### config.mk
export PLATFORM = sky130hd
export DESIGN_NAME = tracking_angle_output_port
export DESIGN_NICKNAME = d
export VERILOG_FILES = /design/src/angle_port_pkg.sv /design/src/step_sync.sv /design/src/tracking_angle_output_port.sv
export SDC_FILE = /design/constraint.sdc
export NUM_CORES = 1
export LEC_CHECK = 0
export BUFFER_PORTS_ARGS = -buffer_cell sky130_fd_sc_hd__buf_2
export CELL_PAD_IN_SITES_DETAIL_PLACEMENT = 1
export CELL_PAD_IN_SITES_GLOBAL_PLACEMENT = 2
export CORE_ASPECT_RATIO = 0.9
export CORE_MARGIN = 4
export CORE_UTILIZATION = 37
export CTS_BUF_LIST = sky130_fd_sc_hd__clkbuf_8
export CTS_CLUSTER_SIZE = 16
export DETAILED_ROUTE_END_ITERATION = 8
export PLACE_DENSITY = 0.8
export SKIP_LAST_GASP = 1
export SLEW_MARGIN = 20
export SYNTH_ARGS = -nofsm -noshare
export SYNTH_HDL_FRONTEND = slang
export SYNTH_SLANG_ARGS = --single-unit
### constraint.sdc
create_clock -name core_clk -period 2.6 [get_ports core_clk]
set_input_delay 0.52 -clock core_clk [delete_from_list [all_inputs] [get_ports core_clk]]
set_output_delay 0.52 -clock core_clk [all_outputs]
set_load 0.01 [all_outputs]
### src/angle_port_pkg.sv
package angle_port_pkg;

  // Counter width: MSB weighs half a turn, LSB one 4096th of a turn
  localparam int ANGLE_W = 12;
  localparam logic [ANGLE_W-1:0] ANGLE_RST = 12'h000;
  localparam logic [ANGLE_W-1:0] ANGLE_ALL_ONES = 12'hfff;

  // Timing at the core clock
  localparam int CLK_PERIOD_NS = 8;
  localparam int DIR_SETUP_NS = 300;
  localparam int DIR_HOLD_NS = 75;
  localparam int BUSY_MAX_NS = 350;
  // Least times round up, longest time rounds down
  localparam int DIR_SETUP_CYC = (DIR_SETUP_NS + CLK_PERIOD_NS - 1)
    / CLK_PERIOD_NS;
  localparam int DIR_HOLD_CYC = (DIR_HOLD_NS + CLK_PERIOD_NS - 1)
    / CLK_PERIOD_NS;
  localparam int BUSY_CYC_RAW = BUSY_MAX_NS / CLK_PERIOD_NS;
  localparam int BUSY_CYC = (BUSY_CYC_RAW < 1) ? 1 : BUSY_CYC_RAW;

  localparam int TMR_W = 8;
  localparam logic [TMR_W-1:0] SETUP_CNT = TMR_W'(DIR_SETUP_CYC);
  localparam logic [TMR_W-1:0] HOLD_CNT = TMR_W'(DIR_HOLD_CYC);
  localparam logic [TMR_W-1:0] BUSY_CNT = TMR_W'(BUSY_CYC);
  localparam logic [TMR_W-1:0] TMR_RST = 8'h00;

  typedef enum logic [1:0] {
    ST_IDLE,
    ST_SETUP,
    ST_BUSY,
    ST_HOLD
  } step_state_type;

endpackage

### src/step_sync.sv
`timescale 1ns/1ns
`default_nettype none
// Two-stage synchroniser for one pin-level input
module step_sync
  import angle_port_pkg::*;
(
  // Clock and reset
  input wire logic core_clk,
  input wire logic srst,
  input wire logic rst_val,
  // Level in and out
  input wire logic async_in,
  output logic sync_out
);

  logic meta_ff;

  always_ff @(posedge core_clk)
  begin
    if (srst)
    begin
      meta_ff <= rst_val;
      sync_out <= rst_val;
    end
    else
    begin
      meta_ff <= async_in;
      sync_out <= meta_ff;
    end
  end

endmodule
`default_nettype wire

### src/tracking_angle_output_port.sv
`timescale 1ns/1ns
`default_nettype none
module tracking_angle_output_port
  import angle_port_pkg::*;
(
  // Clock and reset
  input wire logic core_clk,
  input wire logic srst,
  // Step requests from the loop oscillator (asynchronous pins)
  input wire logic step_up_req,
  input wire logic step_down_req,
  // Host hold, active low (asynchronous pin)
  input wire logic hold_n,
  // Host-facing outputs
  output logic [ANGLE_W-1:0] angle,
  output logic busy,
  output logic dir,
  output logic wrap_pulse_n
);

  logic up_s;
  logic down_s;
  logic hold_inv_s;
  logic up_d_ff;
  logic down_d_ff;
  logic up_pend_ff;
  logic down_pend_ff;
  step_state_type state_ff;
  logic [TMR_W-1:0] tmr_ff;
  logic step_down_ff;
  logic hold_active;
  logic wrap_hit;
  logic [ANGLE_W-1:0] nxt_angle;

  step_sync u_sync_up (
    .core_clk(core_clk),
    .srst(srst),
    .rst_val(1'b0),
    .async_in(step_up_req),
    .sync_out(up_s)
  );

  step_sync u_sync_down (
    .core_clk(core_clk),
    .srst(srst),
    .rst_val(1'b0),
    .async_in(step_down_req),
    .sync_out(down_s)
  );

  // Inverted so the cleared synchroniser reads as "not holding"
  step_sync u_sync_hold (
    .core_clk(core_clk),
    .srst(srst),
    .rst_val(1'b0),
    .async_in(~hold_n),
    .sync_out(hold_inv_s)
  );

  assign hold_active = hold_inv_s;

  // Rising edges of the synchronised step requests
  always_ff @(posedge core_clk)
  begin
    if (srst)
    begin
      up_d_ff <= 1'b0;
      down_d_ff <= 1'b0;
    end
    else
    begin
      up_d_ff <= up_s;
      down_d_ff <= down_s;
    end
  end

  // Latch one pending step per direction; a new edge wins over consumption
  always_ff @(posedge core_clk)
  begin
    if (srst)
    begin
      up_pend_ff <= 1'b0;
      down_pend_ff <= 1'b0;
    end
    else
    begin
      if (up_s && !up_d_ff)
        up_pend_ff <= 1'b1;
      else if (state_ff == ST_IDLE && !hold_active && up_pend_ff)
        up_pend_ff <= 1'b0;
      if (down_s && !down_d_ff)
        down_pend_ff <= 1'b1;
      else if (state_ff == ST_IDLE && !hold_active && !up_pend_ff
               && down_pend_ff)
        down_pend_ff <= 1'b0;
    end
  end

  // Step sequencer: direction setup, busy pulse, direction hold.
  // Hold is only looked at in idle, so a running pulse always completes.
  always_ff @(posedge core_clk)
  begin
    if (srst)
    begin
      state_ff <= ST_IDLE;
      tmr_ff <= TMR_RST;
      step_down_ff <= 1'b0;
    end
    else
    begin
      case (state_ff)
        ST_IDLE:
        begin
          if (!hold_active && (up_pend_ff || down_pend_ff))
          begin
            state_ff <= ST_SETUP;
            tmr_ff <= SETUP_CNT;
            step_down_ff <= !up_pend_ff;
          end
        end
        ST_SETUP:
        begin
          if (tmr_ff == 8'h01)
          begin
            state_ff <= ST_BUSY;
            tmr_ff <= BUSY_CNT;
          end
          else
            tmr_ff <= tmr_ff - 8'h01;
        end
        ST_BUSY:
        begin
          if (tmr_ff == 8'h01)
          begin
            state_ff <= ST_HOLD;
            tmr_ff <= HOLD_CNT;
          end
          else
            tmr_ff <= tmr_ff - 8'h01;
        end
        ST_HOLD:
        begin
          if (tmr_ff == 8'h01)
            state_ff <= ST_IDLE;
          else
            tmr_ff <= tmr_ff - 8'h01;
        end
        default:
        begin
          state_ff <= ST_IDLE;
          tmr_ff <= TMR_RST;
        end
      endcase
    end
  end

  // Wraps modulo 4096 through natural overflow
  assign nxt_angle = step_down_ff ? angle - 12'h001 : angle + 12'h001;
  assign wrap_hit = step_down_ff ? (angle == ANGLE_RST)
                                 : (angle == ANGLE_ALL_ONES);

  // Counter steps once, at the rising edge of busy
  always_ff @(posedge core_clk)
  begin
    if (srst)
      angle <= ANGLE_RST;
    else if (state_ff == ST_SETUP && tmr_ff == 8'h01)
      angle <= nxt_angle;
  end

  always_ff @(posedge core_clk)
  begin
    if (srst)
      busy <= 1'b0;
    else
      busy <= (state_ff == ST_SETUP && tmr_ff == 8'h01)
           || (state_ff == ST_BUSY && tmr_ff != 8'h01);
  end

  // Direction held steady from setup through hold
  always_ff @(posedge core_clk)
  begin
    if (srst)
      dir <= 1'b0;
    else if (state_ff == ST_IDLE && !hold_active
             && (up_pend_ff || down_pend_ff))
      dir <= !up_pend_ff;
  end

  // Wrap pulse spans the busy period of the rollover step
  always_ff @(posedge core_clk)
  begin
    if (srst)
      wrap_pulse_n <= 1'b1;
    else if (state_ff == ST_SETUP && tmr_ff == 8'h01)
      wrap_pulse_n <= !wrap_hit;
    else if (state_ff == ST_BUSY && tmr_ff == 8'h01)
      wrap_pulse_n <= 1'b1;
  end

endmodule
`default_nettype wire

# [Yosys cells after proc, flatten, opt, wreduce, memory -nomap -nowiden]
# Cells that the tools add are included.
[word_totals] register_bits=36 in_bits=5 out_inout_bits=15 elab_cells=76
[op_classes] n_addsub=3 n_eq_ne=11 muxes=18 bitwise=1 reduce_logical=26
[ops] cell="2-to-1 mux 8 bit" count=4
[ops] cell="case mux 8 bit (4 select lines)" count=1
[ops] cell="adder 12 x 1 -> 12 bit (second input constant)" count=1
[ops] cell="== test 12 bit (second input constant)" count=1
[ops] cell="logical NOT 12 bit" count=1
[ops] cell="2-to-1 mux 12 bit" count=1
[ops] cell="subtractor 12 x 1 -> 12 bit (second input constant)" count=1
[ops] cell="logical AND 1 bit" count=11
[ops] cell="== test 8 x 1 -> 1 bit (second input constant)" count=1
[ops] cell="2-to-1 mux 2 bit" count=4
[ops] cell="inequality test 2 bit (second input constant)" count=4
[ops] cell="inequality test 8 x 1 -> 1 bit (second input constant)" count=1
[ops] cell="case mux 2 bit (4 select lines)" count=1
[ops] cell="subtractor 8 x 1 -> 8 bit (second input constant)" count=1
[ops] cell="2-to-1 mux 1 bit" count=7
[ops] cell="nonzero test 2 bit" count=3
[ops] cell="logical NOT 1 bit" count=5
[ops] cell="== test 2 bit (second input constant)" count=2
[ops] cell="AND reduction 2 bit" count=2
[ops] cell="AND reduction 4 bit" count=1
[ops] cell="== test 2 x 1 -> 1 bit (second input constant)" count=1
[ops] cell="logical NOT 2 bit" count=1
[ops] cell="logical OR 1 bit" count=2
[ops] cell="inequality test 2 x 1 -> 1 bit (second input constant)" count=1
[ops] cell="NOT 1 bit" count=1

# [Depth between registers and ports, before layout]
# Gate-level depths: netlist (run 1).
[logic_depth] word_depth=6 mapped_depth=8 ltp_nobuf=7

# [By module]
# Synthesis (run 1) repeated with hierarchy kept, for this count alone.
[unflattened] cells_unflattened=268 hier_area_um2=2234.6
[by_module_without_submodules] module="tracking_angle_output_port" n_inst=1 cells_per_inst=256 area_each_um2=2047.0 seq_area_each_um2=600.6
[by_module_without_submodules] module="step_sync" n_inst=3 cells_per_inst=4 area_each_um2=62.6 seq_area_each_um2=40.0

# [Worst setup path after synthesis (run 1)]
# Ideal clock, no wire load.
[synth_timing] kind="register to register" from="register step_down_ff" to="register angle[8]" setup_time_ns=0.064 arrival_ns=1.999 required_time_ns=2.536 setup_slack_ns=0.537 stages_incl_launch_ff=8 n_path_buf=0 period_less_slack_ns=2.063 cell_sequence="dfxtp_1 -> inv_1 -> fa_1 -> nor2b_1 -> o31a_1 -> o2111ai_1 -> a2111o_1 -> nand4_1"
[synth_between] elab_chain_len=1
[synth_lines] element="start: declaration" line="tracking_angle_output_port.sv:30" rtl="logic step_down_ff;"
[synth_lines] element="start signal: assignment" line="tracking_angle_output_port.sv:118" rtl="step_down_ff <= !up_pend_ff;"
[synth_lines] element="2-to-1 mux 12 bit" line="tracking_angle_output_port.sv:158" rtl="assign nxt_angle = step_down_ff ? angle - 12'h001 : angle + 12'h001;"
[synth_lines] element="end signal: assignment" line="tracking_angle_output_port.sv:168" rtl="angle <= nxt_angle;"
[synth_lines] element="end: declaration" line="tracking_angle_output_port.sv:15" rtl="output logic [ANGLE_W-1:0] angle,"
# No other way between the ends.
# A chain may end at the register's enable or synchronous reset.

# [Worst setup path in the final report (run 1)]
# Ends and elaborated chain as after synthesis.

==> impl_metrics.py, run 1 <==
metrics = {
    "status": {
        "status": "finished, final reports clean",
    },
    "clock_tree": {
        "cts.sinks": 36,
        "cts_tree": "done",
        "cts_max_level": 2,
        "clockBufferDepth": 2,
        "clk_pin_slew_worst_paths_ns": 0.08,
        "root_buffer": "clkbuf_8",
        "cts_setup_buffers": 0,
        "clock_latency_ns": 0.30,
        "cts_buffers": 5,
        "cts.repair.resized": 0,
        "hold_buffers": 0,
    },
    "place": {
        "gp_congestion": 0.777,
        "port_buffers": 19,
        "post-dp-hpwl_um": 4720,
    },
    "grt": {
        "first_global_vias": 2154,
        "grt_overflow_total": 0,
        "grt_usage_pct": 18.6,
        "grt_pass1_wl_um": 10800,
        "grt_max_degree": 22,
        "antenna_found_initial": 0,
    },
    "timing": {
        "worstMarginPinSlew_ns": 0.495,
        "hold_viol": 0,
        "report.final.slew_viol_count": 0,
        "max_freq_mhz": 453,
        "grt_setup_unrepaired": "false",
        "setup_viol": 0,
        "finalSetupTns_ns": 0,
        "fin_crit_sh_pct": 84.9,
        "maxSlewHeadroom_pct": 66.9,
        "fin_crit_ns": 2.21,
        "finalClockSkew_ns": 0.00879,
    },
    "power_and_ir_drop": {
        "p_per_area_nw_per_um2": 740,
        "total_power_uw": 1860,
        "peakVddDrop_uv": 278,
        "power.leakage_uw": 0.000964,
    },
    "worst_setup_path": {
        "rr_worst_depth": 7,
        "max_stage_delay_ns": 0.51,
        "path_delay_family": "compound AO/OA/AOI/OAI gates",
        "cp.arrival_ns": 2.44,
        "critPathLaunchType": "flip-flop",
        "cp_num_buf_inv": 1,
        "rr_endpoint": "angle[8]",
        "slowest_stage": "dfxtp_1",
        "crit_chain": "inv_1, fa_1, nor2b_1, o31a_1, o2111ai_1, a2111o_1, nand4_1",
        "reg2reg_slack_ns": 0.39,
        "path_class": "reg -> reg",
        "cp-end-kind": "flip-flop",
        "r2r_start": "step_down_ff",
        "required_ns": 2.84,
        "crit_fanout": 9,
    },
    "detailed_routing": {
        "drt-pass1-iter-count": 4,
        "avgViaCountPerCell": 5.80,
        "vias": 2100,
        "antenna_left": 0,
        "routed_wirelength_um": 6360,
        "wl_per_cell_um": 17.6,
        "drtIter0Drc": 85,
        "drc": 0,
    },
    "floorplanning": {
        "die-area_um2": 7320,
        "coreArea_um2": 5760,
        "die_x_um": 89.8,
        "io_pins": 20,
        "die_h_um": 81.6,
        "start_util_pct": 38.7,
        "num_rows": 26,
    },
    "hold_path": {
        "hold_start": "hold_n",
        "min_path_cells": 2,
        "hold_end": "u_sync_hold.meta_ff",
        "hold_class": "in -> reg",
    },
    "synth": {
        "ys_types": 59,
        "synth_async_sr_flop_share_pct": 0,
        "syn_nets": 293,
        "synth-edff-count": 0,
        "synth_ff_type": "dfxtp_1",
        "syn_area_um2": 2230,
        "ys_seq_area_share_pct": 32.4,
        "syn_avg_cell_area_um2": 8.24,
        "synth_cells": 270,
        "ys_seq_elements": 36,
        "yosys_warnings": 0,
    },
    "flow_run": {
        "cap_viol_max_count": 0,
    },
    "layout": {
        "syn_to_final_growth_pct": 12.6,
        "nNetsFinal": 314,
        "drive_gt1_share_pct": 14.7,
        "final_common_cell": "dfxtp_1",
        "antenna_cells": 0,
        "mostFrequentLayoutCells": "dfxtp_1, a21oi_1, nor2_1",
    },
}
layout make-up:
class | count | area [um2]
clock buffers | 5 | 68.8
clock inverters | 3 | 42.5
fillers | 729 | 3250
inverters | 14 | 52.6
multi-input cells | 211 | 1410
flip-flops and latches | 36 | 721
well taps | 70 | 87.6
repair buffers | 23 | 125
layer usage:
metal  part of all wire (%)  GRT usage, %
met1                     51          25.1
met2                     43          30.0
met3                    4.1          3.39
met4                    1.6          6.74
met5                      0             0
kinds of logic (layout without fill, tap and decap cells):
| family | count (synthesis) | count (layout) | synth area share, % |
|---|---|---|---|
| and+or+nand+nor | 107 | 107 | 25.5 |
| AOI/OAI and AO/OA | 80 | 80 | 24.8 |
| DFF | 36 | 36 | 32.4 |
| buffers and inverters | 23 | 45 | 4.33 |
| adders and majority gates | 18 | 18 | 10.5 |
| xor gates and xnor gates | 4 | 4 | 1.57 |
| muxes | 2 | 2 | 0.956 |
synthesized netlist by cell type, drive strengths merged (2+ instances only):
master	instances	area, um2
clkbuf	5	18.8
buf	4	25.0
inv	14	52.6
nor4	7	43.8
o211ai	2	15.0
o21ai	13	65.1
nor3	9	45.0
xnor2	3	26.3
o32ai	2	25.0
nand2b	4	25.0
dfxtp	36	721
nor2b	11	68.8
a2111o	2	22.5
nand3	13	65.1
nor2	23	93.8
a21oi	31	170
ha	17	213
o21a	4	30.0
nand2	20	75.1
a211oi	7	57.6
nand4	6	37.5
nor4bb	2	20.0
or4	4	33.8
o2111ai	2	17.5
a41oi	2	17.5
and3	3	18.8
power breakdown:
part,switching (uW),internal [uW]
sequential,72.0,604
clock,227,284
combinational,410,259
worst register-to-register path, stage by stage, from the launching register on:
cell	delay, ns
dfxtp_1	0.51
inv_1	0.14
fa_1	0.40
nor2b_1	0.20
o31a_1	0.26
o2111ai_1	0.16
a2111o_1	0.39
nand4_1	0.09
state kept, by name, indices dropped and copies added, names as in the netlist:
| register | count |
|---|---|
| up_pend_ff | 1 |
| u_sync_hold.sync_out | 1 |
| wrap_pulse_n | 1 |
| u_sync_up.meta_ff | 1 |
| step_down_ff | 1 |
| down_d_ff | 1 |
| tmr_ff | 8 |
| u_sync_down.meta_ff | 1 |
| u_sync_down.sync_out | 1 |
| up_d_ff | 1 |
| u_sync_up.sync_out | 1 |
| u_sync_hold.meta_ff | 1 |
| busy | 1 |
| dir | 1 |
| state_ff | 2 |
| angle | 12 |
| down_pend_ff | 1 |
how the worst max path moves through the flow:
| stage | from | to | slack (ns) | cells past startpoint |
|---|---|---|---|---|
| detailed placement | step_down_ff | angle[8] | 0.43 | 7 |
| global route | state_ff[1] | angle[7] | 0.13 | 8 |
| global placement | tmr_ff[0] | angle[6] | 0.46 | 6 |
| CTS | step_down_ff | angle[8] | 0.39 | 7 |
| floorplan | step_down_ff | angle[8] | 0.54 | 7 |
| finish | step_down_ff | angle[8] | 0.39 | 7 |
through the flow:
stage / hold slack [ns] / setup WS, ns / util, % / cells / area, um2
after floorplan: 0.414 / 0.537 / - / 270 / 2230
after global placement: 0.415 / 0.459 / 41.6 / 354 / 2390
after detailed placement: 0.431 / 0.429 / 41.6 / 354 / 2390
after CTS: 0.361 / 0.388 / 43.5 / 362 / 2510
after global routing: 0.374 / 0.133 / 43.5 / 362 / 2510
final: 0.371 / 0.394 / 43.5 / 362 / 2510
(Power assumes the default switching activity.)
==> run 2, diff against run 1 <==
Clock period 2.6 ns to 2.1 ns, I/O delays scaled along.
==> impl_metrics.py, run 2 (same netlist as run 1, synthesis figures left out) <==
metrics = {
    "layout": {
        "top_register": "angle",
        "nNetsFinal": 335,
        "final_common_cell": "dfxtp_1",
        "multiInputGateArea_um2": 1450,
        "top_regs": "angle (12), tmr_ff (8), state_ff (2)",
        "drive_gt1_share_pct": 23.0,
        "syn_to_final_growth_pct": 21.4,
        "antenna_cells": 0,
        "regArea_um2": 722,
        "nFillCells": 703,
        "largest_reg_flops": 12,
        "mostFrequentLayoutCells": "dfxtp_1, a21oi_1, buf_4",
    },
    "detailed_routing": {
        "vias": 2187,
        "wl_per_cell_um": 17.4,
        "drtIter0Drc": 103,
        "routed_wirelength_um": 6680,
        "avgViaCountPerCell": 5.71,
        "drc": 0,
        "antenna_left": 0,
        "drt-pass1-iter-count": 4,
    },
    "worst_setup_path": {
        "cp-end-kind": "flip-flop",
        "path_class": "reg -> reg",
        "r2r_start": "step_down_ff",
        "critPathLaunchType": "flip-flop",
        "rr_worst_depth": 7,
        "cp.arrival_ns": 2.24,
        "crit_fanout": 5,
        "rr_endpoint": "angle[8]",
        "required_ns": 2.34,
        "reg2reg_slack_ns": 0.10,
    },
    "floorplanning": {
        "coreArea_um2": 5760,
        "io_pins": 20,
        "die-area_um2": 7320,
        "die_x_um": 89.8,
        "num_rows": 26,
        "start_util_pct": 38.7,
        "die_h_um": 81.6,
    },
    "grt": {
        "grt_overflow_total": 0,
        "first_global_vias": 2203,
        "grt_usage_pct": 19.1,
        "antenna_found_initial": 0,
        "grt_pass1_wl_um": 11200,
        "grt_max_degree": 19,
    },
    "hold_path": {
        "min_path_cells": 2,
        "hold_end": "u_sync_hold.meta_ff",
        "hold_class": "in -> reg",
        "hold_start": "hold_n",
    },
    "timing": {
        "grt_setup_unrepaired": "true",
        "timing.hold.ws_ns": 0.271,
        "maxSlewHeadroom_pct": 66.0,
        "hold_viol": 0,
        "setup_ws_ns": 0.101,
        "finalClockSkew_ns": 0.00403,
        "worstMarginPinSlew_ns": 0.510,
        "max_freq_mhz": 500,
        "fin_crit_ns": 2.00,
        "setup_viol": 0,
        "report.final.slew_viol_count": 0,
        "fin_crit_sh_pct": 95.2,
    },
    "flow_run": {
        "cap_viol_max_count": 0,
    },
    "power_and_ir_drop": {
        "power.leakage_uw": 0.00107,
        "peakVddDrop_uv": 393,
        "p_per_area_nw_per_um2": 885,
    },
    "clock_tree": {
        "root_buffer": "clkbuf_8",
        "cts_max_level": 2,
        "cts.sinks": 36,
        "hold_buffers": 0,
        "clk_pin_slew_worst_paths_ns": 0.08,
        "clock_latency_ns": 0.29,
        "clockBufferDepth": 2,
        "cts_tree": "done",
        "cts_buffers": 5,
    },
    "place": {
        "gp_congestion": 0.876,
        "post-dp-hpwl_um": 4960,
        "pre_cts_slack_ns": 0.0254,
        "port_buffers": 19,
    },
    "status": {
        "status": "finished, final reports clean",
    },
}
-- run 2: worst max path at each step --
stage	start	endpoint	slack [ns]	depth (start not counted)
after CTS	tmr_ff[1]	angle[6]	0.02	7
final	step_down_ff	angle[8]	0.10	7
after detailed placement	tmr_ff[1]	angle[6]	0.03	7
after global routing	state_ff[1]	angle[6]	-0.01	9
after floorplan	step_down_ff	angle[8]	0.04	7
after global placement	tmr_ff[1]	angle[6]	0.11	7
-- run 2: metal layers --
metal | wire length, um | track usage, % | part of all wire (%) | up-vias
met4 | 63 | 5.82 | 0.94 | 0
met3 | 198 | 4.03 | 3.0 | 5
met5 | 0 | 0 | 0 | -
met2 | 2980 | 30.9 | 45 | 22
met1 | 3440 | 26.0 | 51 | 1070
li1 | - | - | - | 1090
-- run 2: metrics by stage --
step	power (uW)	area [um2]	util, %	TNS (ns)	instances
5_1_grt	2570	2700	46.9	-0.00975	383
3_5_place_dp	1740	2530	43.9	0	372
4_1_cts	2390	2660	46.1	0	382
6_report	2390	2700	46.9	0	383
2_1_floorplan	1440	2230	-	0	270
3_3_place_gp	1730	2530	43.9	0	372
-- run 2: repair_timing --
action | in CTS | in global routing
resized for setup | 0 | 10
buffers inserted | 2 | 0
pin swaps | 1 | 3
endpoints found under the setup margin | 2 | 14
cloned | 0 | 1
-- run 2: area by class of cell --
type | instances | share of cell area [%]
clock inverters | 3 | 1.57
repair buffers | 43 | 10.3
flip-flops and latches | 36 | 26.7
multi-input cells | 212 | 53.7
inverters | 14 | 1.94
well taps | 70 | 3.24
clock buffers | 5 | 2.55
-- run 2: critical path, cell delays in order (launching register included) --
cell	delay, ns
dfxtp_1	0.42
inv_1	0.12
fa_1	0.39
nor2b_1	0.17
o31a_1	0.20
o2111ai_1	0.16
a2111o_1	0.40
nand4_1	0.08
-- run 2: report_power, final --
part | switching (uW) | total [uW] | internal [uW]
clock | 280 | 632 | 352
sequential | 68.9 | 816 | 747
combinational | 567 | 943 | 375
total | 916 | 2390 | 1470
